**config.mk**
```make
export PLATFORM = sky130hd
export DESIGN_NAME = srb_rx_buffer
export DESIGN_NICKNAME = d
export VERILOG_FILES = /design/src/common/srb_pkg.sv /design/src/rtl/srb_sync2.sv /design/src/rtl/srb_rx_shift.sv /design/src/rtl/srb_rx_buffer.sv
export VERILOG_INCLUDE_DIRS = /design/src /design/src/common
export SDC_FILE = /design/constraint.sdc
export NUM_CORES = 1
export LEC_CHECK = 0
export ABC_AREA = 0
export BUFFER_PORTS_ARGS = -buffer_cell sky130_fd_sc_hd__buf_2
export CAP_MARGIN = 10
export CORE_MARGIN = 3
export CORE_UTILIZATION = 42
export DETAILED_ROUTE_END_ITERATION = 12
export MAX_ROUTING_LAYER = met4
export PLACE_DENSITY_LB_ADDON = 0.2
export SLEW_MARGIN = 20
export SYNTH_ARGS = -nofsm -noshare
export SYNTH_HDL_FRONTEND = slang
export SYNTH_HIERARCHICAL = 1
export SYNTH_SLANG_ARGS = --single-unit
```
**constraint.sdc**
```tcl
create_clock -name ref_clk -period 5.94 [get_ports ref_clk]
set_input_delay 0.891 -clock ref_clk [delete_from_list [all_inputs] [get_ports ref_clk]]
set_output_delay 0.891 -clock ref_clk [all_outputs]
set_load 0.02 [all_outputs]
```
**src/common/srb_consts.svh**
```systemverilog
`ifndef SRB_CONSTS_SVH
`define SRB_CONSTS_SVH
// ==========================================
// register offsets (byte addresses)
`define SRB_OFF_CTRL 8'h00
`define SRB_OFF_STAT 8'h04
`define SRB_OFF_BUF 8'h08
`define SRB_OFF_MIRR 8'h0C
`define SRB_OFF_DELAY 8'h10
`define SRB_OFF_IST 8'h14
`define SRB_OFF_ICLR 8'h18
`define SRB_OFF_IEN 8'h1C
// ==========================================
// control fields
`define SRB_CTRL_MASTER 0
`define SRB_CTRL_LSB 1
`define SRB_CTRL_PAR_EN 2
`define SRB_CTRL_PAR_ODD 3
`define SRB_CTRL_ENA_CHK 4
`define SRB_CTRL_LEN_LO 8
`define SRB_CTRL_LEN_HI 12
`define SRB_CTRL_START 31
`define SRB_CTRL_RST 13'h0010
// ==========================================
// receive buffer fields
`define SRB_BUF_PAR 26
`define SRB_BUF_TMO 25
`define SRB_BUF_LEN 24
`define SRB_DELAY_RST 32'h00000000
// ==========================================
// interrupt bits
`define SRB_IRQ_DONE 0
`define SRB_IRQ_TMO 1
`define SRB_IRQ_LEN 2
`define SRB_IRQ_PAR 3
// ==========================================
// timing
`define SRB_CLK_NS 20
`define SRB_HALF_NS 40
`define SRB_HALF_CYC ((`SRB_HALF_NS + `SRB_CLK_NS - 1) / `SRB_CLK_NS)
`define SRB_C2T_EXTRA 2
`define SRB_T2C_EXTRA 1
`endif

```
**src/common/srb_pkg.sv**
```systemverilog
package srb_pkg;
    typedef enum logic [1:0] {
        ST_IDLE,
        ST_SETUP,
        ST_SHIFT,
        ST_HOLD
    } srb_state_type;
    typedef logic [7:0] srb_addr_type;
    typedef logic [31:0] srb_word_type;
endpackage

```
**src/rtl/srb_sync2.sv**
```systemverilog
module srb_sync2 (
    input wire logic ref_clk, // module clock
    input wire logic rst, // synchronous reset
    input wire logic [1:0] d_in, // asynchronous pin levels
    output logic [1:0] d_out // synchronised levels
);
    logic [1:0] meta_r;
    logic [1:0] meta_nxt;
    logic [1:0] sync_r;
    logic [1:0] sync_nxt;

    always_comb begin
        meta_nxt = d_in;
        sync_nxt = meta_r;
    end

    // reset to the idle pin levels: data low, enable released
    always_ff @(posedge ref_clk) begin
        if (rst) begin
            meta_r <= 2'h1;
            sync_r <= 2'h1;
        end else begin
            meta_r <= meta_nxt;
            sync_r <= sync_nxt;
        end
    end

    assign d_out = sync_r;
endmodule

```
**src/rtl/srb_rx_shift.sv**
```systemverilog
module srb_rx_shift (
    input wire logic ref_clk, // module clock
    input wire logic rst, // synchronous reset
    input wire logic clear, // start of a transfer
    input wire logic sample, // receive point pulse
    input wire logic bit_in, // sampled serial bit
    input wire logic lsb_first, // shift direction
    input wire logic [4:0] char_len, // bits per word, 2..16
    input wire logic parity_en, // parity bit follows data
    input wire logic parity_odd, // odd parity when set
    output logic [15:0] word, // right-justified data
    output logic parity_bad // parity mismatch seen
);
    logic [15:0] word_r;
    logic [15:0] word_nxt;
    logic [4:0] idx_r;
    logic [4:0] idx_nxt;
    logic bad_r;
    logic bad_nxt;

    always_comb begin
        word_nxt = word_r;
        idx_nxt = idx_r;
        bad_nxt = bad_r;
        if (clear) begin
            word_nxt = 16'h0000;
            idx_nxt = 5'h00;
            bad_nxt = 1'b0;
        end else if (sample) begin
            if (idx_r < char_len) begin
                // msb-first fills from the bottom, lsb-first places by index: both end right-justified
                if (lsb_first) begin
                    word_nxt[idx_r[3:0]] = bit_in;
                end else begin
                    word_nxt = {word_r[14:0], bit_in};
                end
                idx_nxt = idx_r + 5'h01;
            end else if (parity_en && idx_r == char_len) begin
                bad_nxt = ^word_r ^ bit_in ^ parity_odd;
                idx_nxt = idx_r + 5'h01;
            end
        end
    end

    always_ff @(posedge ref_clk) begin
        if (rst) begin
            word_r <= 16'h0000;
            idx_r <= 5'h00;
            bad_r <= 1'b0;
        end else begin
            word_r <= word_nxt;
            idx_r <= idx_nxt;
            bad_r <= bad_nxt;
        end
    end

    assign word = word_r;
    assign parity_bad = bad_r;

    chk_msb_first_shift: assert property (@(posedge ref_clk) disable iff (rst)
        (!clear && sample && !lsb_first && idx_r < char_len) |=> (word_r[0] == $past(bit_in)))
        else $error("msb-first bit not shifted into bit 0");
endmodule

```
**src/rtl/srb_rx_buffer.sv**
```systemverilog
// Added by the designer: the register addresses and the address-and-strobe port.
`include "srb_consts.svh"
// What this block does
// - master only: enable time-out drops chip select at once and sets time-out flag
// - time-out flag reads 1 after a time-out; cleared by reading the data field
// - bit 24 flags a data length error; cleared by reading the data field
// - parity flag reads 1 after a received parity mismatch, else 0
// - buffer bits 23-16 read zero and ignore writes
// - at transfer end, except after a time-out, the shift register is copied into buffer bits 15-0
// - received word is stored right-justified for any length and direction
// - mirror returns data in bits 15-0, zero above, and clears no flag
// - delay register holds four 8-bit read/write fields, reset to zero
// - select-to-transmit delay is field plus two cycles; zero means none
// - transmit-to-deselect hold is field plus one cycles; zero means none
module srb_rx_buffer (
    input wire logic ref_clk, // module clock, 50 MHz
    input wire logic rst, // synchronous reset, active high
    input wire srb_pkg::srb_addr_type addr, // register byte address
    input wire srb_pkg::srb_word_type wr_data, // write data
    input wire logic wr_stb, // write strobe
    input wire logic rd_stb, // read strobe
    output srb_pkg::srb_word_type rd_data, // read data, cycle after rd_stb
    output logic spi_clk, // serial clock to slave
    output logic select_n, // chip select, active low
    input wire logic serial_in, // serial data from slave
    input wire logic slave_enable_line_n, // slave ready, active low
    output logic irq // level interrupt
);
    import srb_pkg::*;

    // ==========================================
    // address decode
    function automatic logic hit(input srb_addr_type a, input srb_addr_type off);
        hit = (a == off);
    endfunction

    logic [1:0] pins_s;
    logic miso_s;
    logic ena_n_s;

    srb_sync2 u_sync (
        .ref_clk(ref_clk),
        .rst(rst),
        .d_in({serial_in, slave_enable_line_n}),
        .d_out(pins_s)
    );
    assign miso_s = pins_s[1];
    assign ena_n_s = pins_s[0];

    // ==========================================
    // registers
    logic [12:0] ctrl_r;
    logic [12:0] ctrl_nxt;
    logic [31:0] delay_r;
    logic [31:0] delay_nxt;
    logic [15:0] rxw_r;
    logic [15:0] rxw_nxt;
    logic tmo_r;
    logic tmo_nxt;
    logic len_r;
    logic len_nxt;
    logic par_r;
    logic par_nxt;
    logic [3:0] ist_r;
    logic [3:0] ist_nxt;
    logic [3:0] ien_r;
    logic [3:0] ien_nxt;
    srb_word_type rd_data_r;
    srb_word_type rd_data_nxt;
    logic irq_r;
    logic irq_nxt;

    logic wr_ctrl;
    logic rd_buf;
    logic rd_mirr;
    logic start;
    logic ev_done;
    logic ev_tmo;
    logic ev_len;
    logic ev_par;
    logic [3:0] ev_vec;
    logic [15:0] shift_word;
    logic parity_bad;

    logic master;
    logic ena_chk;
    logic [4:0] char_len;
    logic [4:0] total_bits;
    logic [7:0] c2t;
    logic [7:0] t2c;
    logic [7:0] c2e;

    assign wr_ctrl = wr_stb && hit(addr, `SRB_OFF_CTRL);
    assign rd_buf = rd_stb && hit(addr, `SRB_OFF_BUF);
    assign rd_mirr = rd_stb && hit(addr, `SRB_OFF_MIRR);
    assign master = ctrl_r[`SRB_CTRL_MASTER];
    assign ena_chk = ctrl_r[`SRB_CTRL_ENA_CHK];
    // out-of-range lengths fall back to a full 16-bit word
    assign char_len = (ctrl_r[`SRB_CTRL_LEN_HI:`SRB_CTRL_LEN_LO] < 5'h02 ||
                       ctrl_r[`SRB_CTRL_LEN_HI:`SRB_CTRL_LEN_LO] > 5'h10) ? 5'h10 :
                      ctrl_r[`SRB_CTRL_LEN_HI:`SRB_CTRL_LEN_LO];
    assign total_bits = char_len + {4'h0, ctrl_r[`SRB_CTRL_PAR_EN]};
    assign c2t = delay_r[31:24];
    assign t2c = delay_r[23:16];
    assign c2e = delay_r[7:0];
    assign start = wr_ctrl && wr_data[`SRB_CTRL_START];

    // ==========================================
    // transfer sequencer
    srb_state_type state_r;
    srb_state_type state_nxt;
    logic [8:0] cnt_r;
    logic [8:0] cnt_nxt;
    logic [3:0] half_r;
    logic [3:0] half_nxt;
    logic [4:0] bit_r;
    logic [4:0] bit_nxt;
    logic spi_clk_r;
    logic spi_clk_nxt;
    logic select_n_r;
    logic select_n_nxt;
    logic sample;
    logic setup_ok;
    logic tmo_hit;
    logic [8:0] tmo_lim;

    assign tmo_lim = (c2e == 8'h00) ? 9'h001 : {1'b0, c2e};
    assign setup_ok = (c2t == 8'h00) || (cnt_r >= ({1'b0, c2t} + 9'h001));
    assign tmo_hit = master && ena_chk && ena_n_s && (cnt_r >= tmo_lim);

    always_comb begin
        state_nxt = state_r;
        cnt_nxt = cnt_r;
        half_nxt = half_r;
        bit_nxt = bit_r;
        spi_clk_nxt = spi_clk_r;
        select_n_nxt = select_n_r;
        sample = 1'b0;
        ev_done = 1'b0;
        ev_tmo = 1'b0;
        ev_len = 1'b0;
        case (state_r)
            ST_IDLE: begin
                if (start && master) begin
                    state_nxt = ST_SETUP;
                    select_n_nxt = 1'b0;
                    cnt_nxt = 9'h000;
                end
            end
            ST_SETUP: begin
                if (cnt_r != 9'h1FF) begin
                    cnt_nxt = cnt_r + 9'h001;
                end
                if (tmo_hit) begin
                    ev_tmo = 1'b1;
                    select_n_nxt = 1'b1;
                    state_nxt = ST_IDLE;
                end else if (setup_ok && !(ena_chk && ena_n_s)) begin
                    state_nxt = ST_SHIFT;
                    half_nxt = 4'h0;
                    bit_nxt = 5'h00;
                end
            end
            ST_SHIFT: begin
                if (ena_chk && ena_n_s) begin
                    // slave released its enable before the word was complete
                    ev_len = 1'b1;
                    spi_clk_nxt = 1'b0;
                    state_nxt = ST_HOLD;
                    cnt_nxt = 9'h000;
                end else if (half_r == 4'(`SRB_HALF_CYC - 1)) begin
                    half_nxt = 4'h0;
                    spi_clk_nxt = !spi_clk_r;
                    if (!spi_clk_r) begin
                        bit_nxt = bit_r + 5'h01;
                    end else begin
                        // the pin reaches the logic two cycles late, so the bit the slave
                        // holds for this rise is taken at the end of the high phase
                        sample = 1'b1;
                        if (bit_r == total_bits) begin
                            state_nxt = ST_HOLD;
                            cnt_nxt = 9'h000;
                        end
                    end
                end else begin
                    half_nxt = half_r + 4'h1;
                end
            end
            ST_HOLD: begin
                cnt_nxt = cnt_r + 9'h001;
                if (t2c == 8'h00 || cnt_r == {1'b0, t2c}) begin
                    select_n_nxt = 1'b1;
                    state_nxt = ST_IDLE;
                    ev_done = 1'b1;
                end
            end
            default: begin
                state_nxt = ST_IDLE;
                select_n_nxt = 1'b1;
                spi_clk_nxt = 1'b0;
            end
        endcase
    end

    always_ff @(posedge ref_clk) begin
        if (rst) begin
            state_r <= ST_IDLE;
            cnt_r <= 9'h000;
            half_r <= 4'h0;
            bit_r <= 5'h00;
            spi_clk_r <= 1'b0;
            select_n_r <= 1'b1;
        end else begin
            state_r <= state_nxt;
            cnt_r <= cnt_nxt;
            half_r <= half_nxt;
            bit_r <= bit_nxt;
            spi_clk_r <= spi_clk_nxt;
            select_n_r <= select_n_nxt;
        end
    end

    srb_rx_shift u_shift (
        .ref_clk(ref_clk),
        .rst(rst),
        .clear(state_r == ST_SETUP),
        .sample(sample),
        .bit_in(miso_s),
        .lsb_first(ctrl_r[`SRB_CTRL_LSB]),
        .char_len(char_len),
        .parity_en(ctrl_r[`SRB_CTRL_PAR_EN]),
        .parity_odd(ctrl_r[`SRB_CTRL_PAR_ODD]),
        .word(shift_word),
        .parity_bad(parity_bad)
    );

    assign ev_par = ev_done && parity_bad;
    assign ev_vec = {ev_par, ev_len, ev_tmo, ev_done};

    // ==========================================
    // register file
    always_comb begin
        ctrl_nxt = wr_ctrl ? wr_data[12:0] : ctrl_r;
        delay_nxt = (wr_stb && hit(addr, `SRB_OFF_DELAY)) ? wr_data : delay_r;
        ien_nxt = (wr_stb && hit(addr, `SRB_OFF_IEN)) ? wr_data[3:0] : ien_r;
        rxw_nxt = ev_done ? shift_word : rxw_r;
        // a flag raised in the same cycle as the clearing read survives it
        tmo_nxt = ev_tmo ? 1'b1 : (rd_buf ? 1'b0 : tmo_r);
        len_nxt = ev_len ? 1'b1 : (rd_buf ? 1'b0 : len_r);
        par_nxt = ev_par ? 1'b1 : (rd_buf ? 1'b0 : par_r);
        ist_nxt = ist_r;
        if (wr_stb && hit(addr, `SRB_OFF_ICLR)) begin
            ist_nxt = ist_r & ~wr_data[3:0];
        end
        ist_nxt = ist_nxt | ev_vec;
        irq_nxt = |(ist_nxt & ien_nxt);
        rd_data_nxt = 32'h00000000;
        if (rd_stb) begin
            case (addr)
                `SRB_OFF_CTRL: rd_data_nxt = {19'h00000, ctrl_r};
                `SRB_OFF_STAT: rd_data_nxt = {28'h0000000, ena_n_s, select_n_r, state_r};
                `SRB_OFF_BUF: rd_data_nxt = {5'h00, par_r, tmo_r, len_r, 8'h00, rxw_r};
                `SRB_OFF_MIRR: rd_data_nxt = {16'h0000, rxw_r};
                `SRB_OFF_DELAY: rd_data_nxt = delay_r;
                `SRB_OFF_IST: rd_data_nxt = {28'h0000000, ist_r};
                `SRB_OFF_IEN: rd_data_nxt = {28'h0000000, ien_r};
                default: rd_data_nxt = 32'h00000000;
            endcase
        end
    end

    always_ff @(posedge ref_clk) begin
        if (rst) begin
            ctrl_r <= `SRB_CTRL_RST;
            delay_r <= `SRB_DELAY_RST;
            ien_r <= 4'h0;
            rxw_r <= 16'h0000;
            tmo_r <= 1'b0;
            len_r <= 1'b0;
            par_r <= 1'b0;
            ist_r <= 4'h0;
            irq_r <= 1'b0;
            rd_data_r <= 32'h00000000;
        end else begin
            ctrl_r <= ctrl_nxt;
            delay_r <= delay_nxt;
            ien_r <= ien_nxt;
            rxw_r <= rxw_nxt;
            tmo_r <= tmo_nxt;
            len_r <= len_nxt;
            par_r <= par_nxt;
            ist_r <= ist_nxt;
            irq_r <= irq_nxt;
            rd_data_r <= rd_data_nxt;
        end
    end

    assign rd_data = rd_data_r;
    assign spi_clk = spi_clk_r;
    assign select_n = select_n_r;
    assign irq = irq_r;

    // ==========================================
    // checks
    chk_timeout_drops_cs: assert property (@(posedge ref_clk) disable iff (rst)
        ev_tmo |=> (select_n_r && tmo_r && state_r == ST_IDLE))
        else $error("time-out did not drop select and set flag");

    chk_tmo_read_clear: assert property (@(posedge ref_clk) disable iff (rst)
        (rd_buf && !ev_tmo) |=> !tmo_r)
        else $error("time-out flag survived buffer read");

    chk_len_read_clear: assert property (@(posedge ref_clk) disable iff (rst)
        (rd_buf && !ev_len) |=> (!len_r && !$past(rd_data_nxt[`SRB_BUF_LEN]) == !$past(len_r)))
        else $error("length flag not cleared or not reported");

    chk_parity_flag_set: assert property (@(posedge ref_clk) disable iff (rst)
        (ev_done && parity_bad) |=> (par_r && ist_r[`SRB_IRQ_PAR]))
        else $error("parity mismatch not flagged");

    chk_reserved_zero: assert property (@(posedge ref_clk) disable iff (rst)
        rd_buf |=> (rd_data_r[23:16] == 8'h00 && rd_data_r[15:0] == $past(rxw_r)))
        else $error("buffer reserved bits not zero");

    chk_rx_load: assert property (@(posedge ref_clk) disable iff (rst)
        ev_done |=> (rxw_r == $past(shift_word) && select_n_r))
        else $error("received word not loaded at transfer end");

    chk_mirror_keeps: assert property (@(posedge ref_clk) disable iff (rst)
        (rd_mirr && !ev_tmo && !ev_len && !ev_par) |=>
        (rd_data_r == {16'h0000, $past(rxw_r)} && tmo_r == $past(tmo_r) && len_r == $past(len_r)
         && par_r == $past(par_r)))
        else $error("mirror read wrong or cleared a flag");

    chk_delay_reset: assert property (@(posedge ref_clk)
        $past(rst) |-> (delay_r == 32'h00000000))
        else $error("delay register not zero after reset");

    chk_setup_time: assert property (@(posedge ref_clk) disable iff (rst)
        (state_r == ST_SETUP && state_nxt == ST_SHIFT && c2t != 8'h00) |->
        (cnt_r == {1'b0, c2t} + 9'h001 || (ena_chk && $past(ena_n_s))))
        else $error("setup delay not field plus two");

    chk_hold_time: assert property (@(posedge ref_clk) disable iff (rst)
        (state_r == ST_HOLD && ev_done && t2c != 8'h00) |-> (cnt_r == {1'b0, t2c}))
        else $error("hold delay not field plus one");

    chk_timeout_limit: assert property (@(posedge ref_clk) disable iff (rst)
        ev_tmo |-> (cnt_r >= tmo_lim && ena_n_s && master))
        else $error("time-out raised before enable wait elapsed");

    chk_irq_level: assert property (@(posedge ref_clk) disable iff (rst)
        ##1 (irq_r == |(ist_r & ien_r)))
        else $error("interrupt level disagrees with status");
endmodule

```
==> qor.csv, run 1 <==
metric,value,unit
"Slowest-stage cell, CP",nor4_4,
Hold Crit Start,u_sync/meta_r[1]$_SDFF_PP0_,
PnR worst setup slack,2570,ps
number of synthesized flops with an enable pin,0,
Critical R2R Launch,delay_r[24]$_SDFFE_PP0P_,
final setup fails,0,
CP Class,input pin to flip-flop,
gr usage total,0.212,
H-tree levels,4,
Sw Ratio,0.235,
total routed wirelength,20200,um
clk buf depth,2,
fin crit period,3370,ps
CP Data Required Time,6310,ps
Max transition margin,0.286,
Post-Syn Instances,929,
largest fanout on the critical path,19,
most frequent cell after synthesis,dfxtp_1,
Final Hold Fails,0,
R2R Path End,bit_r[4]$_SDFFE_PP0P_,
Clk pwr share,0.506,
"antenna viol nets, final",0,
HP Class,flip-flop to flip-flop,
Iter 0 DRT Violations,452,
Critical Path Start,addr[7],
Synth area leader,dfxtp_1,
Peak Freq,297,MHz
Slew Limit Fails,0,
"FFs w/ async S/R, synth",0,
io pins,81,
Yosys top cell area share,0.403,
Final TNS setup,0,ps
via count,6620,
logic gate share of total power,0.027,
Pint,1.68,mW
RSZ-0062 raised after global routing,no,
main area contributors after synthesis,"dfxtp_1 (40%), nand2_1 (6.6%), ha_1 (5.8%)",
CTS Sinks,153,
clock latency on the worst-skew pair,430,ps
Worst setup EP type,flip-flop,
Synth cell types,61,
largest net degree at the start of global routing,100,
Post-route DRC,0,
P&R area growth vs syn,14.9,%
DR WL/cell,16.6,um
PortBufs,80,
Worst-path clk slew,70,ps
Post-Syn Area,7600,um^2
Hold WS,439,ps
Final nets,1061,
worst path cell trace,"buf_2, or4_1, nor4_4, and4_1, a211oi_2, or4_1, a21oi_1",
reg2reg setup slack,2790,ps
Vias/cell,5.43,
total gr overflow,0,
CP Launch Type,input pin,
CP Data Arrival Time,3740,ps
Core Area,17500,um^2
Die Span Y,141,um
Max VDD drop,0.000216,V
fin area,8740,um^2
vias in the first global route,6242,
Synth Net Count,1010,
fraction of the yosys area taken by sequential cells,0.403,
"flops & latches, synth",153,
Die X,141,um
clk_skew,10.9,ps
LEAKAGE,3.31,nW
routability cong.,0.851,
Max Cap Viol,0,
DP Worst Slack,2110,ps
layout cells sized above 1,0.138,
first-pass iteration count of the detailed router,6,
TritonCTS clock tree,built,
Syn. warnings,6,
Synth top cells by count,"dfxtp_1 (153), nand2_1 (133), a21oi_1 (85)",
Syn Area/Cell,8.18,um^2
WHS Path Cells,1,
post-layout util,0.500,
Pwr Density,252,nW/um^2
R2R depth,11,
Post-CTS Resized,0,
TritonCTS Buffers,17,
Critical Path Max Stage Delay,840,ps
status,completed,
root buffer cell,clkbuf_16,
Tcrit/Tclk final,0.567,
postcts setup bufs,0,
# rows,48,
Worst-Margin Slew,1060,ps
Reg power frac,0.467,
die area,19700,um^2
Final HPWL DP,14500,um
first-pass GRT wire length,32700,um
CP Buf/Inv Count,1,
family with the most delay on the worst path,simple AND/OR/NAND/NOR gates,
Psw,0.519,mW
initial core utilization,0.435,
Post-synth top flop,dfxtp_1,
Area after DPL,8130,um^2
Hold EP,u_sync/d_out[1]$_SDFF_PP0_,
cts hold-fix bufs,0,
initial antenna violation count,1,
most frequent cell on the critical path,or4_1,
[metal layers]
layer | share of wire | global-route usage | wire length (um)
met1 | 0.47 | 0.284 | 9580
met3 | 0.056 | 0.0492 | 1140
met4 | 0.011 | 0.0561 | 221
met2 | 0.46 | 0.323 | 9250
met5 | 0 | - | 0
[registers in the layout, summed over array words and instances (netlist names), 4 cells and up, named ones only]
signal / count
bit_r: 5
cnt_r: 9
ctrl_r: 13
delay_r: 32
half_r: 4
ien_r: 4
ist_r: 4
rd_data: 32
rxw_r: 16
u_shift/idx_r: 5
u_shift/word: 16
[worst register-to-register path, delay by kind of cell (launching register included)]
| kind | cells | cell delay [ps] |
|---|---|---|
| fa+ha+maj | 1 | 300 |
| simple gates | 5 | 1270 |
| flops | 1 | 410 |
| xor+xnor | 1 | 150 |
| compound gates | 2 | 680 |
| buf+inv | 1 | 110 |
| mux | 1 | 150 |
[stage by stage]
| stage | std cells | power (mW) |
|---|---|---|
| after floorplan | 929 | 1.08 |
| after global placement | 1185 | 1.11 |
| after detailed placement | 1186 | 1.11 |
| after CTS | 1218 | 2.22 |
| after global routing | 1219 | 2.28 |
| final | 1219 | 2.20 |
[cells by family after synthesis]
family                     count (synthesis)  share of synthesized area
xor gates and xnor gates                  41                     0.0500
AOI/OAI and AO/OA                        211                      0.170
muxes                                     37                     0.0492
DFF                                      153                      0.403
adders and majority gates                 35                     0.0576
buffers and inverters                    101                     0.0520
and+or+nand+nor                          351                      0.218
[worst max path at each step]
stage / end / slack [ps] / cells after the start
2_1_floorplan: cnt_r[6]$_SDFFE_PP0P_ / 2930 / 8
3_3_place_gp: delay_r[30]$_SDFFE_PP0P_ / 2130 / 8
3_5_place_dp: cnt_r[4]$_SDFFE_PP0P_ / 2110 / 7
4_1_cts: cnt_r[4]$_SDFFE_PP0P_ / 2570 / 7
5_1_grt: cnt_r[4]$_SDFFE_PP0P_ / 2460 / 7
6_report: cnt_r[4]$_SDFFE_PP0P_ / 2570 / 7
[layout make-up]
type | instances | area (um^2)
Fill cell | 1718 | 8740
Multi-Input combinational cell | 675 | 4140
Sequential cell | 153 | 3060
Timing Repair Buffer | 89 | 478
Clock buffer | 17 | 425
Tap cell | 225 | 282
Clock inverter | 15 | 178
Inverter | 44 | 165
Antenna cell | 1 | 2.50
[power groups by stage]
stage          logic, mW  registers (mW)  clock network, mW
6_report          0.0598            1.03               1.11
3_5_place_dp      0.0594            1.05                  0
5_1_grt           0.0647            1.03               1.18
3_3_place_gp      0.0599            1.05                  0
4_1_cts           0.0597            1.03               1.14
2_1_floorplan     0.0298            1.05                  0
[cells in the final DEF (no fill, tap or decap), types with 5 or more instances in the layout]
master | synthesis | routed
nor2b_1 | 10 | 10
dfxtp_1 | 153 | 153
xnor2_1 | 25 | 25
nand2b_1 | 7 | 7
and3_1 | 5 | 5
nand4_1 | 8 | 8
a2bb2oi_1 | 9 | 9
nand3_1 | 45 | 45
a31oi_1 | 8 | 8
ha_1 | 35 | 35
nor3_1 | 13 | 13
inv_6 | 0 | 6
nor2_1 | 76 | 76
o31ai_1 | 6 | 6
buf_4 | 0 | 9
o21ai_0 | 47 | 47
or4_1 | 5 | 5
buf_2 | 7 | 79
clkbuf_16 | 0 | 17
nor4_1 | 6 | 6
inv_1 | 44 | 44
a21oi_1 | 85 | 85
a22oi_1 | 13 | 13
o211ai_1 | 7 | 7
xor2_1 | 14 | 14
o21ai_1 | 6 | 6
and2_1 | 18 | 18
nand2_1 | 133 | 133
mux2i_1 | 34 | 34
nand3b_1 | 8 | 8
Power figures use the tool's default switching activity.
==> inputs of run 2 (changes only) <==
==> constraint.sdc (replaced) <==
create_clock -name ref_clk -period 3.3 [get_ports ref_clk]
set_input_delay 0.495 -clock ref_clk [delete_from_list [all_inputs] [get_ports ref_clk]]
set_output_delay 0.495 -clock ref_clk [all_outputs]
set_load 0.02 [all_outputs]
==> run 2 against run 1 <==
  * Via count grew 1.6%
  * Final cell count increased by 1.1%
  * Sequential share of layout area shrank 0.37 points
  * First-iteration DRC count grew 11%
  * Highest routed layer unchanged
  * Global-route usage is 0.57 points higher
  * Clock power grew 77%
==> qor.csv, run 2 (same netlist as run 1, synthesis figures left out) <==
metric,value,unit,change
Iter 0 DRT Violations,500,,was 452
first-pass GRT wire length,33400,um,was 32700 um
Pwr Density,446,nW/um^2,was 252 nW/um^2
TritonCTS Buffers,17,,unchanged
P&R area growth vs syn,16.1,%,was 14.9%
H-tree levels,4,,unchanged
Max VDD drop,0.000425,V,was 0.000216 V
Peak Freq,338,MHz,
status,completed,,unchanged
Max transition margin,0.512,,was 0.286
Critical R2R Launch,delay_r[24]$_SDFFE_PP0P_,,unchanged
fin crit period,2960,ps,
RSZ-0062 raised after global routing,no,,unchanged
Final TNS setup,0,ps,unchanged
cts hold-fix bufs,0,,unchanged
Sw Ratio,0.218,,was 0.235
GR met3 Demand/Resource,0.0440,,was 0.0492
CP Launch Type,flip-flop,,was input pin
clock latency on the worst-skew pair,430,ps,about the same
Reg power frac,0.471,,was 0.467
fin area,8830,um^2,was 8740 um^2
Worst-path clk slew,60,ps,was 70 ps
largest net degree at the start of global routing,53,,was 100
GR Util met1,0.280,,was 0.284
via count,6723,,was 6620
postcts setup bufs,0,,unchanged
CP Data Arrival Time,3320,ps,was 3740 ps
WHS Path Cells,2,,was 1
die area,19700,um^2,unchanged
Post-route DRC,0,,unchanged
TritonCTS clock tree,built,,unchanged
logic gate share of total power,0.028,,was 0.027
total routed wirelength,20900,um,was 20200 um
final setup fails,0,,unchanged
Core Area,17500,um^2,unchanged
vias in the first global route,6299,,was 6242
Final nets,1075,,was 1061
layout cells sized above 1,0.146,,was 0.138
root buffer cell,clkbuf_16,,unchanged
initial core utilization,0.435,,unchanged
"commonest non-fill, non-tap cell in the layout",dfxtp_1,,unchanged
n_diodes,0,,was 1
"antenna viol nets, final",0,,unchanged
Pint,3.08,mW,was 1.68 mW
PortBufs,80,,unchanged
clk_skew,10.6,ps,was 10.9 ps
initial antenna violation count,0,,was 1
LEAKAGE,3.36,nW,was 3.31 nW
Hold EP,u_sync/meta_r[0]$_SDFF_PP1_,,was u_sync/d_out[1]$_SDFF_PP0_
Final HPWL DP,15000,um,was 14500 um
total gr overflow,0,,unchanged
Worst setup EP type,flip-flop,,unchanged
Tcrit/Tclk final,0.897,,
Die X,141,um,unchanged
register area,3060,um^2,unchanged
CTS Sinks,153,,unchanged
Vias/cell,5.46,,was 5.43
clk buf depth,2,,unchanged
first-pass iteration count of the detailed router,7,,was 6
Die Span Y,141,um,unchanged
Slew Limit Fails,0,,unchanged
reg2reg setup slack,340,ps,was 2790 ps
met2 Usage GRT,0.343,,was 0.323
Multi-input gate area,4140,um^2,unchanged
HP Class,input pin to flip-flop,,was flip-flop to flip-flop
largest fanout on the critical path,12,,was 19
Psw,0.856,mW,was 0.519 mW
FILL cells,1715,,was 1718
most frequent cells in the layout,"dfxtp_1 (153), nand2_1 (133), a21oi_1 (85)",,unchanged
io pins,81,,unchanged
R2R depth,11,,unchanged
R2R Path End,bit_r[3]$_SDFFE_PP0P_,,was bit_r[4]$_SDFFE_PP0P_
DR WL/cell,17.0,um,was 16.6 um
Clk pwr share,0.501,,was 0.506
Max Cap Viol,0,,unchanged
routability cong.,0.880,,was 0.851
Worst-Margin Slew,732,ps,was 1060 ps
gr usage total,0.217,,was 0.212
Hold Crit Start,slave_enable_line_n,,was u_sync/meta_r[1]$_SDFF_PP0_
CP Data Required Time,3660,ps,was 6310 ps
Area after DPL,8240,um^2,was 8130 um^2
CP Class,flip-flop to flip-flop,,was input pin to flip-flop
gr busiest metal,met2,,unchanged
Post-CTS Resized,0,,unchanged
# rows,48,,unchanged
Final Hold Fails,0,,unchanged
==> run 2: cell types whose count changed in the layout (fill, tap and decap cells not counted), sizes merged <==
cell / delta
clkinvlp: +4
inv: -8
clkinv: -1
bufinv: +1
buf: +14
diode: -1
clkbuf: +4
==> run 2: worst max-delay path: stages, from the launching register on <==
cell	delay, ps
dfxtp_1	410
inv_1	110
nor3_1	260
nand2_1	100
xor2_1	160
ha_1	300
a211oi_1	250
nor2_1	80
nor3_1	240
a21o_1	380
or3b_2	470
mux2i_1	130
==> run 2: cell type report <==
cell class,count,share of cell area
well taps,225,0.0319
repair buffers,103,0.0666
flip-flops and latches,153,0.347
multi-input cells,675,0.469
clock inverters,11,0.0167
inverters,44,0.0187
clock buffers,21,0.0499
==> run 2: routing by layer <==
layer / vias to the layer above / wire (um)
li1: 3345 / -
met1: 3141 / 9430
met2: 201 / 9690
met3: 36 / 1370
met4: 0 / 444
met5: - / 0
==> run 2: worst max path at each step <==
stage | startpoint | to | slack (ps) | depth (start not counted)
2_1_floorplan | delay_r[26]$_SDFFE_PP0P_ | bit_r[4]$_SDFFE_PP0P_ | 500 | 13
3_3_place_gp | ctrl_r[11]$_SDFFE_PP0P_ | cnt_r[7]$_SDFFE_PP0P_ | 450 | 12
3_5_place_dp | delay_r[24]$_SDFFE_PP0P_ | bit_r[4]$_SDFFE_PP0P_ | 360 | 11
4_1_cts | delay_r[24]$_SDFFE_PP0P_ | bit_r[4]$_SDFFE_PP0P_ | 330 | 11
5_1_grt | delay_r[24]$_SDFFE_PP0P_ | bit_r[4]$_SDFFE_PP0P_ | 60 | 11
6_report | delay_r[24]$_SDFFE_PP0P_ | bit_r[3]$_SDFFE_PP0P_ | 340 | 11
==> run 2: power groups by stage <==
stage          Combinational, mW  Sequential [mW]  Clock, mW
2_1_floorplan             0.0536             1.89          0
3_3_place_gp               0.109             1.89          0
3_5_place_dp               0.108             1.89          0
4_1_cts                    0.108             1.85       2.01
5_1_grt                    0.118             1.85       2.08
6_report                   0.109             1.85       1.97
==> run 2: stage by stage <==
step / hold WS, ps / setup WS (ps) / power (mW) / std cells / utilization
2_1_floorplan: 383 / 502 / 1.95 / 929 / -
3_3_place_gp: 392 / 454 / 2.00 / 1200 / 0.472
3_5_place_dp: 397 / 362 / 2.00 / 1200 / 0.472
4_1_cts: 238 / 335 / 3.97 / 1232 / 0.505
5_1_grt: 253 / 56.0 / 4.05 / 1232 / 0.505
6_report: 250 / 339 / 3.93 / 1232 / 0.505
